==> src/rtl/rcbm_map.svh <==
// offsets, counts and reset values for the configuration byte mapper
`ifndef RCBM_MAP_SVH
`define RCBM_MAP_SVH
// image layout
`define RCBM_FIRST_CFG_INDEX 8'h03
`define RCBM_BYTES_PER_DEVICE 6'h25
// image byte indices in the single-device layout
`define RCBM_IDX_05 8'h05
`define RCBM_IDX_06 8'h06
`define RCBM_IDX_07 8'h07
`define RCBM_IDX_08 8'h08
`define RCBM_IDX_09 8'h09
`define RCBM_IDX_0A 8'h0A
`define RCBM_IDX_0B 8'h0B
`define RCBM_IDX_0C 8'h0C
`define RCBM_IDX_0D 8'h0D
`define RCBM_IDX_0E 8'h0E
`define RCBM_IDX_0F 8'h0F
`define RCBM_IDX_10 8'h10
// internal register offsets
`define RCBM_REG_04 5'h04
`define RCBM_REG_06 5'h06
`define RCBM_REG_08 5'h08
`define RCBM_REG_0B 5'h0B
`define RCBM_REG_0E 5'h0E
`define RCBM_REG_0F 5'h0F
`define RCBM_REG_10 5'h10
`define RCBM_REG_11 5'h11
`define RCBM_REG_12 5'h12
`define RCBM_REG_15 5'h15
`define RCBM_REG_16 5'h16
`define RCBM_REG_17 5'h17
`define RCBM_REG_18 5'h18
`define RCBM_REG_19 5'h19
`define RCBM_REG_1C 5'h1C
`define RCBM_REG_1D 5'h1D
`define RCBM_REG_1E 5'h1E
// power-on value of every internal register bit
`define RCBM_REG_POR 8'h00
`endif

==> src/rtl/rcbm_pkg.sv <==
// types for the configuration byte mapper
package rcbm_pkg;
  typedef enum logic [1:0]
  {
    RCBM_IDLE = 2'b00,
    RCBM_FETCH = 2'b01,
    RCBM_DONE = 2'b10
  } rcbm_state_t;
endpackage

==> src/rtl/rcbm_mapper.sv <==
// configuration byte loader and bit mapper for the repeater control registers
`timescale 1ns/100ps
`include "rcbm_map.svh"
// ----------------------------------------------------------------------------
// ----------------------------------------------------------------------------
module rcbm_mapper #(
  parameter int ADDR_W = 10
) (
  // clock, reset, enable
  input wire logic ref_clk,
  input wire logic sys_rst,
  input wire logic clk_en,
  // load chain
  input wire logic read_en_n,
  input wire logic chain_done,
  input wire logic [ADDR_W-1:0] cfg_base_addr,
  output logic all_done,
  output logic bus_master,
  // byte fetch from the serial memory reader
  output logic fetch_req,
  output logic [ADDR_W-1:0] fetch_addr,
  input wire logic fetch_valid,
  input wire logic [7:0] fetch_data,
  // register read port
  input wire logic [4:0] reg_rd_addr,
  output logic [7:0] reg_rd_data
);

  rcbm_pkg::rcbm_state_t state_q;
  logic [5:0] count_q;
  // register image by internal offset
  logic [7:0] regs_q [0:31];
  logic [7:0] idx;
  logic [7:0] b;

  // ----------------------------------------------------------------------------
  // load sequencer
  // ----------------------------------------------------------------------------
  // layout index of the byte now at fetch_addr
  assign idx = `RCBM_FIRST_CFG_INDEX + {2'h0, count_q};
  assign b = fetch_data;
  assign fetch_req = (state_q == rcbm_pkg::RCBM_FETCH);
  assign fetch_addr = cfg_base_addr + ADDR_W'(count_q);

  always_ff @(posedge ref_clk)
  begin
    if (sys_rst)
    begin
      state_q <= rcbm_pkg::RCBM_IDLE;
      count_q <= 6'h00;
    end
    else if (clk_en)
    begin
      case (state_q)
        rcbm_pkg::RCBM_IDLE:
        begin
          if (!read_en_n)
          begin
            state_q <= rcbm_pkg::RCBM_FETCH;
            count_q <= 6'h00;
          end
        end
        // a byte counts only on an enabled edge that carries valid
        rcbm_pkg::RCBM_FETCH:
        begin
          if (fetch_valid)
          begin
            if (count_q == `RCBM_BYTES_PER_DEVICE - 6'h01)
            begin
              state_q <= rcbm_pkg::RCBM_DONE;
            end
            count_q <= count_q + 6'h01;
          end
        end
        // done holds; the spare code parks there too
        default:
        begin
          state_q <= rcbm_pkg::RCBM_DONE;
        end
      endcase
    end
  end

  always_ff @(posedge ref_clk)
  begin
    if (sys_rst)
    begin
      all_done <= 1'h0;
      bus_master <= 1'h1;
    end
    else if (clk_en)
    begin
      all_done <= (state_q == rcbm_pkg::RCBM_DONE);
      // release is sticky until reset, even in mid-load
      if (chain_done)
      begin
        bus_master <= 1'h0;
      end
    end
  end

  // ----------------------------------------------------------------------------
  // bit mapping into the register image
  // ----------------------------------------------------------------------------
  // unmapped bytes and uncovered bits leave the image alone
  always_ff @(posedge ref_clk)
  begin
    if (sys_rst)
    begin
      for (int i = 0; i < 32; i++)
      begin
        regs_q[i] <= `RCBM_REG_POR;
      end
    end
    else if (clk_en && fetch_req && fetch_valid)
    begin
      if (idx == `RCBM_IDX_05)
      begin
        regs_q[`RCBM_REG_04][4:0] <= b[7:3];
        regs_q[`RCBM_REG_06][4] <= b[2];
        regs_q[`RCBM_REG_08][6] <= b[1];
        regs_q[`RCBM_REG_08][5] <= b[0];
      end
      else if (idx == `RCBM_IDX_06)
      begin
        regs_q[`RCBM_REG_08][4] <= b[7];
        regs_q[`RCBM_REG_08][3] <= b[6];
        regs_q[`RCBM_REG_08][2:0] <= b[5:3];
        regs_q[`RCBM_REG_0B][6:4] <= b[2:0];
      end
      else if (idx == `RCBM_IDX_07)
      begin
        regs_q[`RCBM_REG_0B][3:0] <= b[7:4];
        regs_q[`RCBM_REG_0E][5:4] <= b[3:2];
        regs_q[`RCBM_REG_0E][3:2] <= b[1:0];
      end
      else if (idx == `RCBM_IDX_08)
      begin
        regs_q[`RCBM_REG_0F] <= b;
      end
      else if (idx == `RCBM_IDX_09)
      begin
        regs_q[`RCBM_REG_10] <= b;
      end
      else if (idx == `RCBM_IDX_0A)
      begin
        regs_q[`RCBM_REG_11][2:0] <= b[7:5];
        regs_q[`RCBM_REG_12][7] <= b[4];
        regs_q[`RCBM_REG_12][3:0] <= b[3:0];
      end
      else if (idx == `RCBM_IDX_0B)
      begin
        regs_q[`RCBM_REG_15][5:4] <= b[7:6];
        regs_q[`RCBM_REG_15][3:2] <= b[5:4];
        regs_q[`RCBM_REG_16][7:4] <= b[3:0];
      end
      else if (idx == `RCBM_IDX_0C)
      begin
        regs_q[`RCBM_REG_16][3:2] <= b[7:6];
        regs_q[`RCBM_REG_16][1:0] <= b[5:4];
        regs_q[`RCBM_REG_17][7] <= b[3];
        regs_q[`RCBM_REG_17][6:4] <= b[2:0];
      end
      else if (idx == `RCBM_IDX_0D)
      begin
        regs_q[`RCBM_REG_17][3] <= b[7];
        regs_q[`RCBM_REG_17][2:0] <= b[6:4];
        regs_q[`RCBM_REG_18][2:0] <= b[3:1];
        regs_q[`RCBM_REG_19][7] <= b[0];
      end
      else if (idx == `RCBM_IDX_0E)
      begin
        regs_q[`RCBM_REG_19][3:0] <= b[7:4];
        regs_q[`RCBM_REG_1C][5:4] <= b[3:2];
        regs_q[`RCBM_REG_1C][3:2] <= b[1:0];
      end
      else if (idx == `RCBM_IDX_0F)
      begin
        regs_q[`RCBM_REG_1D] <= b;
      end
      else if (idx == `RCBM_IDX_10)
      begin
        regs_q[`RCBM_REG_1E] <= b;
      end
    end
  end

  // ----------------------------------------------------------------------------
  // register read port
  // ----------------------------------------------------------------------------
  // one edge of latency, frozen with the clock enable
  always_ff @(posedge ref_clk)
  begin
    if (sys_rst)
    begin
      reg_rd_data <= 8'h00;
    end
    else if (clk_en)
    begin
      reg_rd_data <= regs_q[reg_rd_addr];
    end
  end

endmodule

==> config.mk <==
export PLATFORM = sky130hd
export DESIGN_NAME = rcbm_mapper
export DESIGN_NICKNAME = d
export VERILOG_FILES = /design/src/rtl/rcbm_pkg.sv /design/src/rtl/rcbm_mapper.sv
export VERILOG_INCLUDE_DIRS = /design/src /design/src/rtl
export SDC_FILE = /design/constraint.sdc
export NUM_CORES = 1
export LEC_CHECK = 0
export ABC_AREA = 1
export BUFFER_PORTS_ARGS = -buffer_cell sky130_fd_sc_hd__buf_2
export CORE_MARGIN = 2
export CORE_UTILIZATION = 55
export CTS_CLUSTER_DIAMETER = 50
export CTS_CLUSTER_SIZE = 28
export DETAILED_ROUTE_END_ITERATION = 8
export PLACE_DENSITY = 0.82
export SLEW_MARGIN = 20
export SYNTH_ARGS = -nofsm -noshare
export SYNTH_HDL_FRONTEND = slang
export SYNTH_SLANG_ARGS = --single-unit
==> constraint.sdc <==
create_clock -name ref_clk -period 3.45 [get_ports ref_clk]
set_clock_uncertainty 0.05 [all_clocks]
set_input_delay 0.5175 -clock ref_clk [delete_from_list [all_inputs] [get_ports ref_clk]]
set_output_delay 0.5175 -clock ref_clk [all_outputs]
set_load 0.01 [all_outputs]
==> results of run 1 <==
[stage by stage]
stage	hold slack (ns)	cells	setup WS (ns)	util [%]	cell area, um2
finish	0.208	846	0.309	66.1	6850
CTS	0.200	846	0.292	66.1	6850
global route	0.222	846	0.0946	66.1	6850
detailed placement	0.399	814	0.710	60.6	6290
floorplan	0.419	643	0.905	-	5910
global placement	0.377	814	0.798	60.6	6290
[area by class of cell]
class                   count  area, um2
fillers                   777       3520
flip-flops and latches    120       3420
multi-input cells         447       2190
clock buffers              17        414
repair buffers             56        298
inverters                  55        209
well taps                 136        170
clock inverters            15        154
[cells in the mapped netlist (all sizes together)]
master | instances | area, um2
a21oi | 37 | 196
a22o | 2 | 17.5
a31oi | 2 | 12.5
buf | 7 | 36.3
clkbuf | 14 | 52.6
clkinv | 2 | 7.51
conb | 1 | 3.75
dfxtp | 18 | 360
edfxtp | 102 | 3060
fa | 1 | 20.0
ha | 12 | 150
inv | 53 | 201
nand2 | 162 | 633
nand3 | 47 | 245
nand3b | 2 | 18.8
nand4 | 7 | 50.1
nor2 | 110 | 467
nor3 | 10 | 50.1
nor3b | 1 | 7.51
o2111ai | 3 | 26.3
o211ai | 1 | 7.51
o21a | 1 | 7.51
o21ai | 31 | 155
o21bai | 1 | 7.51
o22ai | 1 | 6.26
o31ai | 2 | 15.0
o41ai | 1 | 8.76
xnor2 | 3 | 26.3
xor2 | 4 | 35.0
[where the power goes]
group / internal (mW) / switching (mW) / leakage [nW]
clock: 1.03 / 0.641 / 0.274
combinational: 0.0868 / 0.218 / 1.36
sequential: 1.65 / 0.0266 / 1.18
total: 2.77 / 0.885 / 2.81
[flip-flops by register name (all words and copies together), names as in the netlist]
register and cells:
count_q 6, state_q 2, all_done 1, bus_master 1, regs_q 102, reg_rd_data 8
[worst max-delay path: cells and delay by family (launching register included)]
family	cells	cell delay (ns)
compound gates	2	0.39
simple gates	6	0.44
buf+inv	2	0.20
flops	1	0.44
fa+ha+maj	2	0.59
[cell families (layout without fill, tap and decap cells)]
family                   after synthesis  count (layout)  synth area share (%)
AO/OA/AOI/OAI                         82              82                  7.82
other                                  1               6                0.0637
XOR/XNOR                               7               7                  1.04
buffers and inverters                 76             143                  5.06
AND/OR/NAND/NOR                      339             339                  25.0
flip-flops                           120             120                  58.1
adder cells (fa/ha/maj)               13              13                  2.89
[path summary, 6_finish.rpt]
kind                                       to  slack, ns  cells after the start
worst max-delay path            fetch_addr[8]       0.31                     12
worst min-delay path               bus_master       0.21                      4
worst max register to register  regs_q[29][1]       0.81                     11
worst min register to register     bus_master       0.41                      2
[layer usage]
layer	global-route usage, %	routed length, um
met2	47.1	7380
met5	0	0
met3	6.11	1730
met4	14.9	648
met1	32.8	5450
==> flow_summary.json, run 1 <==
{
  "worst_slew_pin_slew_ns": 0.734,
  "grt_overflow": 0,
  "place.port_buffers": 49,
  "synth_cell_types": 43,
  "syn_avg_cell_area_um2": 9.23,
  "timing.final.crit_share_pct": 91.0,
  "critical_path.endpoint_type": "primary output",
  "min-delay-path-class": "in2reg",
  "grt_antenna_before_repair": 0,
  "viasPerCell": 5.85,
  "cts_root_buffer": "sky130_fd_sc_hd__clkbuf_8",
  "synth_sequential_area_ratio_pct": 58.1,
  "worst_ir_drop_vdd_uv": 314,
  "globalRouteTotalUtil_pct": 27.7,
  "synthesis.instances": 638,
  "postCtsSetupRepairBufs": 0,
  "power_density_mw_per_mm2": 533,
  "layout.nets": 739,
  "syn-cell-area_mm2": 0.00589,
  "setup_repair_after_global_routing_missed_its_margin": "no",
  "critical_path_arrival_ns": 2.57,
  "tritoncts_num_sinks": 120,
  "die_ht_um": 107,
  "clock_tree.htree_level_count": 4,
  "clock_path_buffers": 2,
  "1st_iter_drt_viols": 552,
  "via_count": 4950,
  "drv_slew": 0,
  "dp_hpwl_um": 10400,
  "routedWlPerCell_um": 18.0,
  "gp_routability_congestion": 0.897,
  "core_area_mm2": 0.0104,
  "die_width_um": 107,
  "endpoint_required_time_on_the_critical_path_ns": 2.88,
  "worst_path_max_delay_cell": "sky130_fd_sc_hd__dfxtp_1",
  "startpoint_type": "flop",
  "grt_pass1_wl_um": 24000,
  "slew_headroom_pct": 51.0,
  "drtAntennaViolNets": 0,
  "cap_violations": 0,
  "clock_latency_ns": 0.51,
  "crit_start": "count_q[0]",
  "detail_route.wirelength_um": 15200,
  "rows": 37,
  "post_cts_resize_count": 0,
  "crit_path_cell_trace": "ha_1 > inv_1 > fa_1 > o21ai_0 > nand2_1 > nand2_1 > a21oi_1 > nor2_1 > nand2_1 > nand2_1 > nand2_1 > buf_2",
  "worst_r2r_startpoint": "count_q[1]",
  "final_common_cell": "sky130_fd_sc_hd__nand2_1",
  "initial_core_util_pct": 56.8,
  "setup_tns_ns": 0,
  "worstHoldStart": "chain_done",
  "criticalPathCategory": "reg2out",
  "setup-violations-final": 0,
  "cts-buffers-inserted": 17,
  "crit_path_max_fanout": 6,
  "detail_route.drc_violations": 0,
  "ys_warn_count": 0,
  "pin_count_of_the_biggest_net_entering_global_routing": 26,
  "finalHoldViolCount": 0,
  "period_needed_ns": 3.14,
  "drt_pass_1_iters": 6,
  "antenna_cells": 0,
  "total_leakage_power_nw": 2.81,
  "holdBufCountCts": 0,
  "grt_pass1_vias": 4949,
  "worst_path_max_stage_delay_ns": 0.44,
  "clkTransAtPathRegs_ns": 0.06,
  "top_level_ports": 50,
  "report.power.total_mw": 3.65,
  "final_layout_size_suffix_gt1_share_pct": 16.5,
  "clock.fmax_mhz": 318,
  "layout.cells.most_common_list": "158 x sky130_fd_sc_hd__nand2_1, 102 x sky130_fd_sc_hd__edfxtp_1, 98 x sky130_fd_sc_hd__nor2_1",
  "die_outline_area_mm2": 0.0115,
  "tritoncts": "done",
  "run_status": "completed",
  "synthToLayoutAreaGrowth_pct": 16.4,
  "critPathMostFrequentCell": "sky130_fd_sc_hd__nand2_1",
  "postSynthRegisterBits": 120
}
Power figures use the tool's default switching activity.
==> run 2, diff against run 1 <==
--- a/config.mk
+++ b/config.mk
@@ -10,10 +10,11 @@
 export BUFFER_PORTS_ARGS = -buffer_cell sky130_fd_sc_hd__buf_2
 export CORE_MARGIN = 2
 export CORE_UTILIZATION = 55
+export CTS_BUF_LIST = sky130_fd_sc_hd__clkbuf_4 sky130_fd_sc_hd__clkbuf_8 sky130_fd_sc_hd__clkbuf_16
 export CTS_CLUSTER_DIAMETER = 50
 export CTS_CLUSTER_SIZE = 28
 export DETAILED_ROUTE_END_ITERATION = 8
-export PLACE_DENSITY = 0.82
+export PLACE_DENSITY_LB_ADDON = 0.15
 export SLEW_MARGIN = 20
 export SYNTH_ARGS = -nofsm -noshare
 export SYNTH_HDL_FRONTEND = slang
==> flow_summary.json, run 2 (synthesis gave the netlist of run 1 again) <==
{
  "timing.rr.end": "regs_q[21][3]",
  "run_status": "completed",
  "clock_path_buffers": 2,
  "setup_tns_ns": 0,
  "dp_hpwl_um": 10600,
  "pre_cts_ws_ns": 0.720,
  "endpoint_required_time_on_the_critical_path_ns": 2.88,
  "grt_antenna_before_repair": 0,
  "timing.final.crit_share_pct": 92.0,
  "tritoncts_num_sinks": 120,
  "worst_hold_endpoint": "bus_master",
  "final_common_cell": "sky130_fd_sc_hd__nand2_1",
  "crit_path_cell_trace": "ha_1 > inv_1 > fa_1 > o21ai_0 > nand2_1 > nand2_1 > a21oi_1 > nor2_1 > nand2_1 > nand2_1 > nand2_1 > buf_2",
  "initial_core_util_pct": 56.8,
  "grt_pass1_vias": 4622,
  "setup_ws_ns": 0.277,
  "detail_route.wirelength_um": 15000,
  "slew_headroom_pct": 52.0,
  "globalRouteTotalUtil_pct": 27.8,
  "die_width_um": 107,
  "cts-buffers-inserted": 17,
  "routedWlPerCell_um": 17.7,
  "final_layout_size_suffix_gt1_share_pct": 16.7,
  "viasPerCell": 5.61,
  "report.power.total_mw": 3.64,
  "critical_path_arrival_ns": 2.61,
  "cts_root_buffer": "sky130_fd_sc_hd__clkbuf_8",
  "critPathMostFrequentCell": "sky130_fd_sc_hd__nand2_1",
  "pin_count_of_the_biggest_net_entering_global_routing": 28,
  "cap_violations": 0,
  "top_level_ports": 50,
  "clock.fmax_mhz": 315,
  "layout.nets": 743,
  "crit_path_max_fanout": 6,
  "final_area_mm2": 0.00687,
  "criticalPathCategory": "reg2out",
  "postPlaceCellArea_mm2": 0.00632,
  "reg_top3": "regs_q (102), reg_rd_data (8), count_q (6)",
  "clock_latency_ns": 0.53,
  "detail_route.drc_violations": 0,
  "critical_path.endpoint_type": "primary output",
  "total_leakage_power_nw": 2.81,
  "synthToLayoutAreaGrowth_pct": 16.6,
  "startpoint_type": "flop",
  "largest_reg_flops": 102,
  "setup-violations-final": 0,
  "worst_path_max_delay_cell": "sky130_fd_sc_hd__dfxtp_1",
  "via_count": 4768,
  "registers.top_by_ff_count": "regs_q",
  "min-delay-path-class": "in2reg",
  "path_delay_family": "adder cells",
  "drtAntennaViolNets": 0,
  "reg2reg_slack_ns": 0.88,
  "grt_overflow": 0,
  "reg2regPathDepth": 13,
  "worst_path_max_stage_delay_ns": 0.45,
  "worst_slew_pin_slew_ns": 0.718,
  "die_outline_area_mm2": 0.0115,
  "tritoncts": "done",
  "grt_pass1_wl_um": 23600,
  "setup_repair_after_global_routing_missed_its_margin": "no",
  "post_cts_resize_count": 0,
  "rows": 37,
  "worstHoldStart": "chain_done",
  "antenna_cells": 0,
  "worst_ir_drop_vdd_uv": 335,
  "clock_tree.htree_level_count": 4,
  "layout.cells.most_common_list": "158 x sky130_fd_sc_hd__nand2_1, 102 x sky130_fd_sc_hd__edfxtp_1, 98 x sky130_fd_sc_hd__nor2_1",
  "postCtsSetupRepairBufs": 0,
  "finalHoldViolCount": 0,
  "place.port_buffers": 49,
  "drt_pass_1_iters": 5,
  "hold_path_depth": 4,
  "period_needed_ns": 3.17,
  "power_density_mw_per_mm2": 529,
  "critical_path.n_buffers_inverters": 2,
  "drv_slew": 0,
  "gp_routability_congestion": 0.864,
  "clkTransAtPathRegs_ns": 0.06,
  "worst_r2r_startpoint": "count_q[1]",
  "die_ht_um": 107,
  "1st_iter_drt_viols": 480,
  "holdBufCountCts": 0,
  "core_area_mm2": 0.0104
}
[run 2: report_power, final]
part           switching (mW)  internal [mW]  total (mW)
clock network           0.639           1.01        1.65
logic                   0.217         0.0899       0.307
registers              0.0258           1.65        1.68
[run 2: worst reg2reg max path, stage by stage (launching register included)]
cell	delay [ns]
sky130_fd_sc_hd__dfxtp_1	0.45
sky130_fd_sc_hd__inv_1	0.18
sky130_fd_sc_hd__ha_1	0.25
sky130_fd_sc_hd__inv_2	0.08
sky130_fd_sc_hd__nand3_1	0.06
sky130_fd_sc_hd__nand2_1	0.10
sky130_fd_sc_hd__nand2_1	0.08
sky130_fd_sc_hd__inv_2	0.10
sky130_fd_sc_hd__nor2_8	0.06
sky130_fd_sc_hd__nand2_1	0.14
sky130_fd_sc_hd__nand2_4	0.07
sky130_fd_sc_hd__nor2_4	0.16
sky130_fd_sc_hd__nand3_1	0.10
sky130_fd_sc_hd__nand2_1	0.35
[run 2: cell type report]
cell class | count | area (um2)
Clock inverter | 15 | 136
Fill cell | 870 | 3500
Clock buffer | 17 | 414
Inverter | 55 | 209
Tap cell | 136 | 170
Timing Repair Buffer | 60 | 328
Sequential cell | 120 | 3420
Multi-Input combinational cell | 447 | 2190
[run 2: routing by layer]
layer	global-route usage, %	vias up	wire length (um)
met5	0	-	0
met4	11.3	0	391
met3	8.05	38	1410
met2	44.2	238	6950
met1	35.9	2221	6270
li1	-	2271	-
[run 2: worst max-delay path by stage]
| stage | cells after the start | from | end | slack, ns |
|---|---|---|---|---|
| global placement | 13 | cfg_base_addr[0] | fetch_addr[8] | 0.80 |
| CTS | 12 | count_q[0] | fetch_addr[8] | 0.26 |
| detailed placement | 13 | cfg_base_addr[0] | fetch_addr[8] | 0.72 |
| floorplan | 11 | count_q[1] | regs_q[25][0] | 0.90 |
| finish | 12 | count_q[0] | fetch_addr[8] | 0.28 |
| global route | 11 | count_q[1] | fetch_addr[8] | 0.06 |
[run 2: per-stage QoR]
| step | hold WS (ns) | util, % | std cells |
|---|---|---|---|
| floorplan | 0.419 | - | 643 |
| global placement | 0.383 | 60.9 | 818 |
| detailed placement | 0.391 | 60.9 | 818 |
| CTS | 0.172 | 66.2 | 850 |
| global route | 0.195 | 66.2 | 850 |
| finish | 0.187 | 66.2 | 850 |
==> run 3, diff against run 2 <==
--- a/config.mk
+++ b/config.mk
@@ -7,11 +7,11 @@
 export NUM_CORES = 1
 export LEC_CHECK = 0
 export ABC_AREA = 1
-export BUFFER_PORTS_ARGS = -buffer_cell sky130_fd_sc_hd__buf_2
+export BUFFER_PORTS_ARGS = -buffer_cell sky130_fd_sc_hd__clkbuf_2
 export CORE_MARGIN = 2
 export CORE_UTILIZATION = 55
 export CTS_BUF_LIST = sky130_fd_sc_hd__clkbuf_4 sky130_fd_sc_hd__clkbuf_8 sky130_fd_sc_hd__clkbuf_16
-export CTS_CLUSTER_DIAMETER = 50
+export CTS_CLUSTER_DIAMETER = 200
 export CTS_CLUSTER_SIZE = 28
 export DETAILED_ROUTE_END_ITERATION = 8
 export PLACE_DENSITY_LB_ADDON = 0.15
==> flow_summary.json, run 3 (synthesis gave the netlist of run 1 again) <==
{
  "worst_path_max_delay_cell": "sky130_fd_sc_hd__dfxtp_1",
  "tritoncts": "done",
  "final-instance-count-excl-fill": 851,
  "gp_routability_congestion": 0.862,
  "clock_tree.htree_level_count": 4,
  "grt_antenna_before_repair": 0,
  "core_area_mm2": 0.0104,
  "worstHoldStart": "chain_done",
  "worst_slew_pin_slew_ns": 0.738,
  "worst_ir_drop_vdd_uv": 373,
  "cap_violations": 0,
  "layout.nets": 744,
  "clock.fmax_mhz": 318,
  "detail_route.drc_violations": 0,
  "pin_count_of_the_biggest_net_entering_global_routing": 21,
  "reg2regPathDepth": 12,
  "critical_path.n_buffers_inverters": 2,
  "setup_tns_ns": 0,
  "finalHoldViolCount": 0,
  "final_layout_size_suffix_gt1_share_pct": 17.3,
  "detail_route.wirelength_um": 15000,
  "hold_slack_ns": 0.177,
  "min-delay-path-class": "in2reg",
  "place.port_buffers": 49,
  "drt_pass_1_iters": 7,
  "final_common_cell": "sky130_fd_sc_hd__nand2_1",
  "worst_r2r_startpoint": "count_q[0]",
  "period_needed_ns": 3.14,
  "cts-buffers-inserted": 17,
  "routedWlPerCell_um": 17.6,
  "grt_overflow": 0,
  "final_area_mm2": 0.00692,
  "critical_path.endpoint_type": "primary output",
  "critPathMostFrequentCell": "sky130_fd_sc_hd__nand2_1",
  "setup_repair_after_global_routing_missed_its_margin": "no",
  "power_density_mw_per_mm2": 538,
  "initial_core_util_pct": 56.8,
  "reg_top3": "regs_q (102), reg_rd_data (8), count_q (6)",
  "die_width_um": 107,
  "total_leakage_power_nw": 2.87,
  "post_cts_resize_count": 0,
  "die_outline_area_mm2": 0.0115,
  "synthToLayoutAreaGrowth_pct": 17.5,
  "postCtsSetupRepairBufs": 0,
  "drv_slew": 0,
  "timing.rr.end": "regs_q[15][3]",
  "crit_path_max_fanout": 6,
  "top_level_ports": 50,
  "n_fill_cell": 837,
  "1st_iter_drt_viols": 529,
  "holdBufCountCts": 0,
  "placed_cells_incl_taps": 819,
  "crit_path_cell_trace": "ha_1 > inv_1 > fa_1 > o21ai_0 > nand2_1 > nand2_1 > a21oi_1 > nor2_1 > nand2_1 > nand2_1 > nand2_1 > clkbuf_2",
  "via_count": 4747,
  "timing.final.crit_share_pct": 91.1,
  "path_delay_family": "adder cells",
  "run_status": "completed",
  "postPlaceCellArea_mm2": 0.00632,
  "tritoncts_num_sinks": 120,
  "slew_headroom_pct": 50.6,
  "largest_reg_flops": 102,
  "setup_ws_ns": 0.306,
  "reg2reg_slack_ns": 0.88,
  "endpoint_required_time_on_the_critical_path_ns": 2.88,
  "critical_path_arrival_ns": 2.58,
  "clock_path_buffers": 2,
  "die_ht_um": 107,
  "grt_pass1_vias": 4561,
  "criticalPathCategory": "reg2out",
  "pre_cts_ws_ns": 0.719,
  "registers.top_by_ff_count": "regs_q",
  "layout.cells.most_common_list": "158 x sky130_fd_sc_hd__nand2_1, 102 x sky130_fd_sc_hd__edfxtp_1, 98 x sky130_fd_sc_hd__nor2_1",
  "antenna_cells": 0,
  "rows": 37,
  "hold_path_depth": 4,
  "setup-violations-final": 0,
  "cts_root_buffer": "sky130_fd_sc_hd__clkbuf_8",
  "viasPerCell": 5.58,
  "worst_hold_endpoint": "bus_master",
  "clkTransAtPathRegs_ns": 0.06,
  "drtAntennaViolNets": 0,
  "grt_pass1_wl_um": 24000,
  "clock_latency_ns": 0.53,
  "worst_path_max_stage_delay_ns": 0.43,
  "globalRouteTotalUtil_pct": 28.1,
  "dp_hpwl_um": 10500,
  "startpoint_type": "flop"
}
run 3: area by class of cell:
cell class              instances  area (um2)  share of cell area (%)
repair buffers                 61         335                    4.85
clock inverters                 6        58.8                   0.850
clock buffers                  26         537                    7.76
well taps                     136         170                    2.46
flip-flops and latches        120        3420                    49.5
multi-input cells             447        2190                    31.6
inverters                      55         209                    3.02
run 3: how the worst max path moves through the flow:
stage	from	end	slack, ns	cells past startpoint
global route	count_q[0]	fetch_addr[8]	0.04	11
floorplan	count_q[1]	regs_q[25][0]	0.90	11
CTS	count_q[0]	fetch_addr[8]	0.29	12
detailed placement	cfg_base_addr[0]	fetch_addr[8]	0.72	13
finish	count_q[0]	fetch_addr[8]	0.31	12
global placement	cfg_base_addr[0]	fetch_addr[8]	0.80	13
run 3: where the power goes:
group	leakage (nW)	internal, mW	switching (mW)
combinational	1.39	0.0902	0.217
clock	0.303	1.13	0.609
sequential	1.18	1.65	0.0258
total	2.87	2.87	0.852
run 3: stage by stage:
step	power (mW)	utilization, %
final	3.72	66.7
after global routing	3.83	66.7
after CTS	3.72	66.7
after detailed placement	2.01	61.0
after global placement	2.00	61.0
after floorplan	1.89	-
run 3: per-layer routing:
layer,track usage (%),routed length (um)
met3,8.41,1340
met1,36.8,6120
met2,44.4,7160
met4,10.3,380
met5,0,0
run 3: worst min-delay path: stages:
cell and delay, ns:
sky130_fd_sc_hd__clkbuf_2 0.08, sky130_fd_sc_hd__nand2_1 0.05, sky130_fd_sc_hd__nand2_1 0.04, sky130_fd_sc_hd__nand2_1 0.04
